### src/pkg/cssc_defs.vh
`ifndef CSSC_DEFS_VH
`define CSSC_DEFS_VH

// Clock source select codes, with fuse polarity inversion kept (raw stored values).
`define CSSC_SRC_EXT         3'h0
`define CSSC_SRC_RC_CAL      3'h1
`define CSSC_SRC_RC_128K     3'h2
`define CSSC_SRC_LF_XTAL     3'h3
`define CSSC_SRC_FS_XTAL     3'h4
`define CSSC_SRC_LP_XTAL     3'h5
`define CSSC_SRC_NONE        3'h6

`define CSSC_CLOCK_SOURCE_SELECT_EXT       4'h0
`define CSSC_CLOCK_SOURCE_SELECT_RSVD      4'h1
`define CSSC_CLOCK_SOURCE_SELECT_RC_CAL    4'h2
`define CSSC_CLOCK_SOURCE_SELECT_RC_128K   4'h3
`define CSSC_CLOCK_SOURCE_SELECT_LF_LO     4'h4
`define CSSC_CLOCK_SOURCE_SELECT_FS_LO     4'h6
`define CSSC_CLOCK_SOURCE_SELECT_LP_LO     4'h8
`define CSSC_CLOCK_SOURCE_SELECT_LSB       0

// Start-up time select field codes.
`define CSSC_SUT_NONE        2'h0
`define CSSC_SUT_SHORT       2'h1
`define CSSC_SUT_MSB         1

// Factory default fuse values.
`define CSSC_DEF_CLOCK_SOURCE_SELECT       4'h2
`define CSSC_DEF_SUT         2'h2
`define CSSC_DEF_DIV8        1'h0

// Time-out lengths in watchdog oscillator cycles.
`define CSSC_TOUT_NONE       14'h0000
`define CSSC_TOUT_SHORT      14'h0200
`define CSSC_TOUT_LONG       14'h2000

// Oscillator start-up counts in source clock cycles.
`define CSSC_SU_NONE         16'h0000
`define CSSC_SU_EXT          16'h0006
`define CSSC_SU_258          16'h0102
`define CSSC_SU_1K           16'h0400
`define CSSC_SU_16K          16'h4000
`define CSSC_SU_32K          16'h8000

`define CSSC_DIV8_FIRST      3'h0
`define CSSC_DIV8_LAST       3'h7

`endif

### src/rtl/cssc_clock_source_startup_control.v
`timescale 1ns/10ps
`include "cssc_defs.vh"
module cssc_clock_source_startup_control #(
   parameter [13:0] TOUT_LONG_CYCLES = `CSSC_TOUT_LONG,
   parameter [15:0] SU_16K_CYCLES    = `CSSC_SU_16K,
   parameter [15:0] SU_32K_CYCLES    = `CSSC_SU_32K
) (
   // Clock and reset
   input  wire        clock_in,
   input  wire        rst_n_in,
   // Fuses, raw stored values
   input  wire [3:0]  clock_source_select_in,
   input  wire [1:0]  startup_time_select_in,
   input  wire        divide_by_eight_fuse_in,
   input  wire        fuse_default_in,
   // Reset sources and sleep
   input  wire        ext_reset_hold_in,
   input  wire        sleep_wake_in,
   input  wire        sleep_active_in,
   input  wire [2:0]  sleep_mode_in,
   // Oscillator clocks, sampled as pins
   input  wire        wdt_osc_in,
   input  wire        src_osc_in,
   input  wire        async_xtal_in,
   // Status and control
   output reg  [2:0]  clock_source_out,
   output reg  [2:0]  osc_enable_out,
   output reg         internal_reset_out,
   output reg         sys_clk_en_out,
   output reg         cpu_clk_en_out,
   output reg         io_clk_en_out,
   output reg         flash_clk_en_out,
   output reg         asy_clk_en_out,
   output reg         adc_clk_en_out,
   output reg         async_wake_en_out,
   output reg         addr_match_en_out,
   output reg         asy_tick_out
);
   localparam [2:0] ST_TIMEOUT = 3'h0;
   localparam [2:0] ST_STARTUP = 3'h1;
   localparam [2:0] ST_RUN     = 3'h2;
   localparam [2:0] ST_SLEEP   = 3'h3;
   localparam [2:0] ST_HALT    = 3'h4;

   localparam [2:0] SM_IDLE    = 3'h0;
   localparam [2:0] SM_ADCNR   = 3'h1;
   localparam [2:0] SM_PDOWN   = 3'h2;
   localparam [2:0] SM_PSAVE   = 3'h3;
   localparam [2:0] SM_STBY    = 3'h6;
   localparam [2:0] SM_XSTBY   = 3'h7;

   reg  [2:0]  state_q;
   reg  [2:0]  state_d;
   reg  [13:0] tout_cnt_q;
   reg  [15:0] su_cnt_q;
   reg  [2:0]  div_q;
   reg  [2:0]  wdt_sync_q;
   reg  [2:0]  osc_sync_q;
   reg  [2:0]  asy_sync_q;
   reg         wdt_lvl_q;
   reg         osc_lvl_q;
   reg         asy_lvl_q;
   reg  [3:0]  clock_source_select_q;
   reg  [1:0]  sut_q;
   reg         div8_q;

   wire        wdt_edge;
   wire        osc_edge;
   wire        asy_edge;
   wire [2:0]  src_sel;
   wire [13:0] tout_len;
   wire [15:0] su_len;

   // Source decode, inverted polarity kept: raw 1 = unprogrammed.
   function [2:0] decode_src;
      input [3:0] cks;
      begin
         if (cks >= `CSSC_CLOCK_SOURCE_SELECT_LP_LO)
            decode_src = `CSSC_SRC_LP_XTAL;
         else if (cks >= `CSSC_CLOCK_SOURCE_SELECT_FS_LO)
            decode_src = `CSSC_SRC_FS_XTAL;
         else if (cks >= `CSSC_CLOCK_SOURCE_SELECT_LF_LO)
            decode_src = `CSSC_SRC_LF_XTAL;
         else if (cks == `CSSC_CLOCK_SOURCE_SELECT_RC_128K)
            decode_src = `CSSC_SRC_RC_128K;
         else if (cks == `CSSC_CLOCK_SOURCE_SELECT_RC_CAL)
            decode_src = `CSSC_SRC_RC_CAL;
         else if (cks == `CSSC_CLOCK_SOURCE_SELECT_EXT)
            decode_src = `CSSC_SRC_EXT;
         else
            decode_src = `CSSC_SRC_NONE;
      end
   endfunction

   // Time-out length from start-up select.
   function [13:0] decode_tout;
      input [1:0] startup_time_select;
      begin
         case (startup_time_select)
            `CSSC_SUT_NONE:  decode_tout = `CSSC_TOUT_NONE;
            `CSSC_SUT_SHORT: decode_tout = `CSSC_TOUT_SHORT;
            default: decode_tout = TOUT_LONG_CYCLES;
         endcase
      end
   endfunction

   // Start-up length from source and crystal selection bits.
   function [15:0] decode_su;
      input [2:0] src;
      input       ck0;
      input [1:0] startup_time_select;
      begin
         case (src)
            `CSSC_SRC_EXT:     decode_su = `CSSC_SU_EXT;
            `CSSC_SRC_LF_XTAL: decode_su = SU_32K_CYCLES;
            `CSSC_SRC_LP_XTAL, `CSSC_SRC_FS_XTAL: begin
               if (!ck0 && startup_time_select[`CSSC_SUT_MSB] == 1'b0)
                  decode_su = `CSSC_SU_258;
               else if (!ck0 || startup_time_select == `CSSC_SUT_NONE)
                  decode_su = `CSSC_SU_1K;
               else
                  decode_su = SU_16K_CYCLES;
            end
            default:           decode_su = `CSSC_SU_EXT;
         endcase
      end
   endfunction

   // A pin level counts once the second and third stages agree.
   function sync_agree;
      input [2:0] sync;
      begin
         sync_agree = (sync[1] == sync[2]);
      end
   endfunction

   // Rising edge of the agreed pin level against the last accepted level.
   function sync_rise;
      input [2:0] sync;
      input       lvl;
      begin
         sync_rise = sync_agree(sync) && sync[2] && !lvl;
      end
   endfunction

   // The I/O domain keeps running only in idle sleep.
   function io_runs_in_sleep;
      input [2:0] mode;
      begin
         case (mode)
            SM_IDLE:
               io_runs_in_sleep = 1'b1;
            SM_ADCNR, SM_PDOWN, SM_PSAVE, SM_STBY, SM_XSTBY:
               io_runs_in_sleep = 1'b0;
            default:
               io_runs_in_sleep = 1'b0;
         endcase
      end
   endfunction

   // The converter domain runs in idle and in noise reduction sleep.
   function adc_runs_in_sleep;
      input [2:0] mode;
      begin
         case (mode)
            SM_IDLE, SM_ADCNR:
               adc_runs_in_sleep = 1'b1;
            SM_PDOWN, SM_PSAVE, SM_STBY, SM_XSTBY:
               adc_runs_in_sleep = 1'b0;
            default:
               adc_runs_in_sleep = 1'b0;
         endcase
      end
   endfunction

   // The asynchronous timer domain keeps the real-time counter alive.
   function asy_runs_in_sleep;
      input [2:0] mode;
      begin
         case (mode)
            SM_IDLE, SM_ADCNR, SM_PSAVE, SM_XSTBY:
               asy_runs_in_sleep = 1'b1;
            SM_PDOWN, SM_STBY:
               asy_runs_in_sleep = 1'b0;
            default:
               asy_runs_in_sleep = 1'b0;
         endcase
      end
   endfunction

   assign src_sel  = decode_src(clock_source_select_q);
   assign tout_len = decode_tout(sut_q);
   assign su_len   = decode_su(src_sel, clock_source_select_q[`CSSC_CLOCK_SOURCE_SELECT_LSB], sut_q);
   assign wdt_edge = sync_rise(wdt_sync_q, wdt_lvl_q);
   assign osc_edge = sync_rise(osc_sync_q, osc_lvl_q);
   assign asy_edge = sync_rise(asy_sync_q, asy_lvl_q);

   // Oscillator pins pass three flip-flops.
   always @(posedge clock_in) begin
      wdt_sync_q <= {wdt_sync_q[1:0], wdt_osc_in};
      osc_sync_q <= {osc_sync_q[1:0], src_osc_in};
      asy_sync_q <= {asy_sync_q[1:0], async_xtal_in};
   end

   always @(posedge clock_in) begin
      if (!rst_n_in) begin
         wdt_lvl_q <= 1'b0;
         osc_lvl_q <= 1'b0;
         asy_lvl_q <= 1'b0;
      end else begin
         if (sync_agree(wdt_sync_q))
            wdt_lvl_q <= wdt_sync_q[2];
         if (sync_agree(osc_sync_q))
            osc_lvl_q <= osc_sync_q[2];
         if (sync_agree(asy_sync_q))
            asy_lvl_q <= asy_sync_q[2];
      end
   end

   // Fuses captured in the time-out state; default selection loaded in reset and when requested.
   always @(posedge clock_in) begin
      if (!rst_n_in) begin
         clock_source_select_q <= `CSSC_DEF_CLOCK_SOURCE_SELECT;
         sut_q   <= `CSSC_DEF_SUT;
         div8_q  <= `CSSC_DEF_DIV8;
      end else if (state_q == ST_TIMEOUT && fuse_default_in) begin
         clock_source_select_q <= `CSSC_DEF_CLOCK_SOURCE_SELECT;
         sut_q   <= `CSSC_DEF_SUT;
         div8_q  <= `CSSC_DEF_DIV8;
      end else if (state_q == ST_TIMEOUT) begin
         clock_source_select_q <= clock_source_select_in;
         sut_q   <= startup_time_select_in;
         div8_q  <= divide_by_eight_fuse_in;
      end
   end

   always @* begin
      state_d = state_q;
      case (state_q)
         ST_TIMEOUT: begin
            if (src_sel == `CSSC_SRC_NONE)
               state_d = ST_HALT;
            else if (!ext_reset_hold_in && tout_cnt_q >= tout_len)
               state_d = ST_STARTUP;
         end
         ST_STARTUP: begin
            if (su_cnt_q >= su_len)
               state_d = ST_RUN;
         end
         ST_RUN: begin
            if (sleep_active_in)
               state_d = ST_SLEEP;
         end
         ST_SLEEP: begin
            if (sleep_wake_in)
               state_d = ST_STARTUP;
         end
         ST_HALT:    state_d = ST_HALT;
         default:    state_d = ST_TIMEOUT;
      endcase
   end

   always @(posedge clock_in) begin
      if (!rst_n_in || ext_reset_hold_in) begin
         state_q    <= ST_TIMEOUT;
         tout_cnt_q <= `CSSC_TOUT_NONE;
         su_cnt_q   <= `CSSC_SU_NONE;
      end else begin
         state_q <= state_d;
         if (state_q == ST_TIMEOUT && wdt_edge && tout_cnt_q < tout_len)
            tout_cnt_q <= tout_cnt_q + 14'h0001;
         if (state_q != ST_STARTUP)
            su_cnt_q <= `CSSC_SU_NONE;
         else if (osc_edge)
            su_cnt_q <= su_cnt_q + 16'h0001;
      end
   end

   // System clock prescaler: one enable in eight when the fuse is programmed.
   always @(posedge clock_in) begin
      if (!rst_n_in)
         div_q <= `CSSC_DIV8_FIRST;
      else
         div_q <= div_q + 3'h1;
   end

   always @(posedge clock_in) begin
      if (!rst_n_in) begin
         clock_source_out   <= `CSSC_SRC_NONE;
         osc_enable_out     <= 3'h0;
         internal_reset_out <= 1'b1;
         sys_clk_en_out     <= 1'b0;
         cpu_clk_en_out     <= 1'b0;
         io_clk_en_out      <= 1'b0;
         flash_clk_en_out   <= 1'b0;
         asy_clk_en_out     <= 1'b0;
         adc_clk_en_out     <= 1'b0;
         async_wake_en_out  <= 1'b0;
         addr_match_en_out  <= 1'b0;
         asy_tick_out       <= 1'b0;
      end else begin
         clock_source_out   <= src_sel;
         osc_enable_out     <= (state_q == ST_HALT) ? `CSSC_SRC_NONE : src_sel;
         internal_reset_out <= (state_q != ST_RUN) && (state_q != ST_SLEEP);
         sys_clk_en_out     <= (state_q == ST_RUN) && (div8_q || div_q == `CSSC_DIV8_LAST);
         cpu_clk_en_out     <= (state_q == ST_RUN);
         flash_clk_en_out   <= (state_q == ST_RUN);
         if (state_q == ST_SLEEP) begin
            io_clk_en_out  <= io_runs_in_sleep(sleep_mode_in);
            adc_clk_en_out <= adc_runs_in_sleep(sleep_mode_in);
            asy_clk_en_out <= asy_runs_in_sleep(sleep_mode_in);
         end else begin
            io_clk_en_out  <= (state_q == ST_RUN);
            adc_clk_en_out <= (state_q == ST_RUN);
            asy_clk_en_out <= (state_q == ST_RUN);
         end
         async_wake_en_out  <= (state_q == ST_SLEEP) && !io_runs_in_sleep(sleep_mode_in);
         addr_match_en_out  <= (state_q == ST_RUN) || (state_q == ST_SLEEP);
         asy_tick_out       <= asy_clk_en_out && asy_edge;
      end
   end

   // Glitch-free gate for the core domain only; the other domains have enable outputs and no gate.
   cssc_clock_gate u_cpu_gate (
      .clk_src_in    (clock_in),
      .enable_in     (state_q == ST_RUN),
      .clk_gated_out ()
   );

endmodule // cssc_clock_source_startup_control

### src/rtl/cssc_clock_gate.v
`timescale 1ns/10ps
module cssc_clock_gate (
   // Clock and enable
   input  wire clk_src_in,
   input  wire enable_in,
   // Gated clock
   output wire clk_gated_out
);
   reg en_latch_q;

   // The enable is captured on the falling edge so it changes while the clock is low.
   always @(negedge clk_src_in) begin
      en_latch_q <= enable_in;
   end

   assign clk_gated_out = clk_src_in & en_latch_q;

endmodule // cssc_clock_gate

### config.mk
export PLATFORM = sky130hd
export DESIGN_NAME = cssc_clock_source_startup_control
export DESIGN_NICKNAME = d
export VERILOG_FILES = /design/src/rtl/cssc_clock_source_startup_control.v /design/src/rtl/cssc_clock_gate.v
export VERILOG_INCLUDE_DIRS = /design/src /design/src/pkg
export SDC_FILE = /design/constraint.sdc
export NUM_CORES = 1
export LEC_CHECK = 0
export BUFFER_PORTS_ARGS = -buffer_cell sky130_fd_sc_hd__buf_2
export CAP_MARGIN = 10
export CORE_MARGIN = 4
export CORE_UTILIZATION = 50
export CTS_CLUSTER_DIAMETER = 100
export DETAILED_ROUTE_END_ITERATION = 16
export HOLD_SLACK_MARGIN = 0.05
export PLACE_DENSITY = 0.7
export SLEW_MARGIN = 20
export SYNTH_ARGS = -nofsm -noshare
export SYNTH_HDL_FRONTEND = slang
export SYNTH_SLANG_ARGS = --single-unit
export TNS_END_PERCENT = 50
### constraint.sdc
create_clock -name clock_in -period 5.69 [get_ports clock_in]
set_input_delay 1.138 -clock clock_in [delete_from_list [all_inputs] [get_ports clock_in]]
set_output_delay 1.138 -clock clock_in [all_outputs]
set_load 0.03 [all_outputs]
==> Word level (Yosys, flattened, before mapping) <==
Cells that the tools add are included.
{ "word_totals": {"in_bits": 19, "ff_bits": 70, "wordCells": 122} }
{ "op_classes": {"addsub": 3, "muxes": 24, "magnitude_cmp": 6, "bitwise_logic": 2, "eq_ne": 25, "reduce_logical": 37} }
{ "op_table": {"columns": ["operator", "count"], "rows": [
  ["3-bit two-way mux", 12],
  ["16-bit one-hot mux with 2 select lines", 1],
  ["15-bit two-way mux", 2],
  ["14-bit one-hot mux with 2 select lines", 1],
  ["3-bit equality test, second input constant", 6],
  ["16-bit by 1-bit adder with 16-bit output, second input constant", 1],
  ["16-bit >= comparator", 1],
  ["1-bit logical AND", 15],
  ["3-bit one-hot mux with 5 select lines", 1],
  ["14-bit by 1-bit adder with 14-bit output, second input constant", 1],
  ["14-bit >= comparator", 1],
  ["14-bit < comparator", 1],
  ["3-bit by 2-bit equality test with 1-bit output, second input constant", 4],
  ["2-bit OR reduction", 5],
  ["4-bit by 2-bit equality test with 1-bit output, second input constant", 2],
  ["4-bit by 3-bit >= comparator with 1-bit output, second input constant", 2],
  ["1-bit logical NOT", 7],
  ["1-bit two-way mux", 7],
  ["3-bit by 1-bit equality test with 1-bit output, second input constant", 2],
  ["3-bit logical NOT", 2],
  ["2-bit != test, second input constant", 3],
  ["3-bit by 1-bit != test with 1-bit output, second input constant", 2],
  ["3-bit by 2-bit != test with 1-bit output, second input constant", 2],
  ["4-bit >= comparator, second input constant", 1],
  ["other kinds (9)", 15]
]} }

==> Longest topological paths before layout <==
{ "depth": {"word_depth": 13, "depth_mapped": 10, "mapped_depth_nobuf": 10} }

==> Least setup slack after synthesis <==
No wires, ideal clock.
{ "synth_timing": {"path_type": "flip-flop to flip-flop", "startpoint": "register sut_q[0]", "endpoint": "register tout_cnt_q[10]", "setup_time_ps": 128, "t_arrival_ps": 2093, "required_ps": 5562, "path_stages_with_launch": 9, "setup_slack_ps": 3470, "n_path_buf": 1, "path_cell_list": "dfxtp_1 nor2b_1 ha_1 or4b_4 a2111o_1 buf_4 nor4_2 xnor2_1 nor2_1"} }
{ "synth_between": {"elab_chain_cells": 4, "word_cells_on_any_way": 5} }
{ "synth_rtl": {"columns": ["element", "line", "source"], "rows": [
  ["start: declaration", "cssc_clock_source_startup_control.v:64", "reg [1:0] sut_q;"],
  ["start signal: assignment", "cssc_clock_source_startup_control.v:224", "sut_q <= `CSSC_DEF_SUT;"],
  ["start signal: assignment", "cssc_clock_source_startup_control.v:228", "sut_q <= `CSSC_DEF_SUT;"],
  ["start signal: assignment", "cssc_clock_source_startup_control.v:232", "sut_q <= startup_time_select_in;"],
  ["2-bit by 1-bit equality test with 1-bit output / 2-bit logical NOT (equally long branches)", "cssc_clock_source_startup_control.v:99", "case (startup_time_select)"],
  ["14-bit one-hot mux with 2 select lines (*)", "cssc_clock_source_startup_control.v:99", null],
  ["14-bit < comparator (*)", "cssc_clock_source_startup_control.v:270", "if (state_q == ST_TIMEOUT && wdt_edge && tout_cnt_q < tout_len)"],
  ["1-bit logical AND (*)", "cssc_clock_source_startup_control.v:270", null],
  ["end signal: assignment", "cssc_clock_source_startup_control.v:266", "tout_cnt_q <= `CSSC_TOUT_NONE;"],
  ["end signal: assignment", "cssc_clock_source_startup_control.v:271", "tout_cnt_q <= tout_cnt_q + 14'h0001;"],
  ["end: declaration", "cssc_clock_source_startup_control.v:54", "reg [13:0] tout_cnt_q;"]
]} }
Every way passes the cells marked *; elsewhere a longest branch is shown, timed or not.
A chain may end at the register's enable or synchronous reset.

==> Final worst setup path <==
{ "layout_timing": {"startpoint": "register sut_q[1]", "endpoint": "register tout_cnt_q[11]"} }
The elaborated chain is that of the path after synthesis.

==> results.md <==
- Initial antenna violation count: 0
- Syn_nets: 367
- Post-synth EDFFs: 0
- Combinational power share: 0.070
- Post CTS Setup Buffer Count: 0
- Initial Util: 0.5164
- Worst-Skew Late Latency: 0.35 ns
- Max cap viols: 0
- Largest net degree at the start of global routing: 24
- Setup Skew: 0.009871 ns
- Async SR Flop Fraction: 0
- DR DRC count: 0
- Clock buffer count from CTS: 9
- Drt wl/cell: 12.77 um
- Worst r2r src: sut_q[1]$_SDFFE_PP1P_
- Part of the power in registers: 0.478
- Int Pwr: 829.9 uW
- Root Buffer: clkbuf_8
- Post-synthesis sequential area ratio: 0.4557
- Number of cells produced by synthesis: 332
- Tightest Pin Transition: 0.6425 ns
- Max-slew violation count: 0
- #FFs+latches synth: 70
- Final worst-path cycle share: 0.4545
- Vias post-DR: 2,354
- Register area: 1401 um^2
- Ys Warns: 0
- Drt first pass iters: 4
- RD Place Congestion: 0.8566
- Power Density: 305.2 nW/um^2
- H-tree Lvls: 3
- Multi-input logic area: 1580 um^2
- Hpwl dp: 4.053 mm
- Die Wd: 86.43 um
- Routed Antenna Nets: 0
- Slew HR: 0.5717
- Kind of critical path: flop to flop
- Final min period: 2.586 ns
- P_sw: 249.4 uW
- Die area: 7469 um^2
- Max Fclk: 386.7 MHz
- GRT Overall Usage: 0.1684
- Grt ovf: 0
- Clk buf depth: 2
- Netlist cell types: 42
- Synth Cell Area: 3075 um^2
- Leakage power total: 0.001374 uW
- Nature of the critical path startpoint: flop
- Vias in the first global route: 2,204
- Design area: 3536 um^2
- R2R Setup Slk: 3.10 ns
- Critical Path RT: 5.90 ns
- Core Box Area: 5956 um^2
- NumNets Final: 401
- Final setup vio count: 0
- Setup TNS: 0 ns
- Resize count post-CTS: 0
- R2R cell count: 7
- CP endpoint kind: flop
- CTS tree: yes
- First-pass GRT wire length: 9.963 mm
- VDD IR max: 189.6 uV
- Fillers: 533
- Worst-path fanout max: 11
- Ports: 35
- Chip height: 86.43 um
- Hold Fails Final Rpt: 0
- Tightest Hold Check Type: flop to flop
- Synth-to-Final Area Change: 14.97%
- Worst R2R End: tout_cnt_q[11]$_SDFFE_PP0P_
- Top_reg_cell synth: dfxtp_1
- Switching Share: 0.2311
- Critical path arrival: 2.79 ns
- Cell Area, Placed: 3291 um^2
- Outcome: finished, final reports clean
- Setup crit start: sut_q[1]$_SDFFE_PP1P_
- Site row count: 28
- Clock Sink Count: 70
- Antenna Cells: 0
- Clock edge transition at the registers on the reported setup and hold paths: 0.07 ns
- WL final: 5.694 mm
- Clk pwr share: 0.451
- Syn Area/Cell: 9.263 um^2
- Layout cells sized above 1: 0.1536
- Hold_buf cts: 0
- RSZ-0062 raised after global routing: no
- Vias per cell: 5.278
- DRT iter0 DRCs: 70
- Most frequent cells in the layout: 70 x dfxtp_1, 40 x nor2_1, 34 x buf_2
- Commonest non-fill, non-tap cell in the layout: dfxtp_1
- Utilization after layout: 0.5937
- CP Capture Point: tout_cnt_q[11]$_SDFFE_PP0P_
- I/O Buffers: 34
sequential cells by signal (all words and copies together) (netlist names), 2 cells and up:
register,cells
asy_sync_q,3
clock_source_out,3
div_q,3
tout_cnt_q,14
sut_q,2
clock_source_select_q,4
osc_sync_q,3
osc_enable_out,3
su_cnt_q,16
state_q,3
wdt_sync_q,3
power groups by stage:
stage / registers (uW) / logic, uW / clock network (uW)
2_1_floorplan: 532 / 49.9 / 0
3_3_place_gp: 527 / 75.0 / 0
3_5_place_dp: 527 / 76.4 / 0
4_1_cts: 516 / 76.9 / 496
5_1_grt: 518 / 84.6 / 524
6_report: 516 / 76.0 / 487
kinds of logic (layout without fill, tap and decap cells):
kind of cell             Yosys count  count (layout)  synth area share
AND/OR/NAND/NOR                  148             148            0.2653
AO/OA/AOI/OAI                     44              44           0.09316
multiplexers                       5               5           0.01627
XOR/XNOR                          26              26           0.07404
flip-flops                        70              70            0.4557
buffers and inverters             23              62           0.03051
adder cells (fa/ha/maj)           16              16           0.06509
Yosys cell counts, drive strengths merged (9+ instances only):
cell type  instances  area (um^2)
ha                16        200.2
nor4              11        102.6
inv               12        45.04
nand3             11        55.05
nor2              40        150.1
xnor2             16        140.1
o21ai              9        45.04
dfxtp             70         1401
xor2              10        87.58
nand2             27        101.4
a21oi             16        80.08
nor2b             14        87.58
layer usage:
metal	vias up	track usage	wire, um
met5	-	0	0
met2	31	0.2601	2515
met1	1093	0.2200	2858
li1	1219	-	-
met3	11	0.04183	194
met4	0	0.08074	126
per-stage QoR:
| stage | total power [uW] | hold slack (ns) | cells | setup WS [ns] |
|---|---|---|---|---|
| final | 1079 | 0.3304 | 446 | 3.104 |
| after global routing | 1127 | 0.3376 | 446 | 2.971 |
| after CTS | 1089 | 0.3340 | 446 | 3.088 |
| after detailed placement | 603.6 | 0.3197 | 430 | 3.109 |
| after global placement | 601.8 | 0.3135 | 430 | 3.165 |
| after floorplan | 581.8 | 0.3096 | 332 | 3.470 |
cell type report:
type / instances / area share
multi-input cells: 239 / 0.4469
flip-flops and latches: 70 / 0.3963
repair buffers: 34 / 0.04812
clock buffers: 9 / 0.03503
clock inverters: 7 / 0.03432
well taps: 75 / 0.02654
inverters: 12 / 0.01274
how the worst min path moves through the flow:
stage | cells past startpoint | endpoint | start
final | 0 | osc_sync_q[1]$_DFF_P_ | osc_sync_q[0]$_DFF_P_
after global routing | 0 | osc_sync_q[1]$_DFF_P_ | osc_sync_q[0]$_DFF_P_
after CTS | 0 | osc_sync_q[1]$_DFF_P_ | osc_sync_q[0]$_DFF_P_
after detailed placement | 0 | asy_sync_q[1]$_DFF_P_ | asy_sync_q[0]$_DFF_P_
after global placement | 0 | osc_sync_q[1]$_DFF_P_ | osc_sync_q[0]$_DFF_P_
after floorplan | 0 | asy_sync_q[1]$_DFF_P_ | asy_sync_q[0]$_DFF_P_
critical path, stage by stage (launching register included):
cell and delay [ns]:
dfxtp_1 0.36, nor2b_1 0.18, ha_1 0.16, or4b_4 0.48, a2111o_1 0.62, nor4b_1 0.43, xnor2_1 0.16, nor2_1 0.05
No activity file was read; power rests on OpenSTA's default activity.
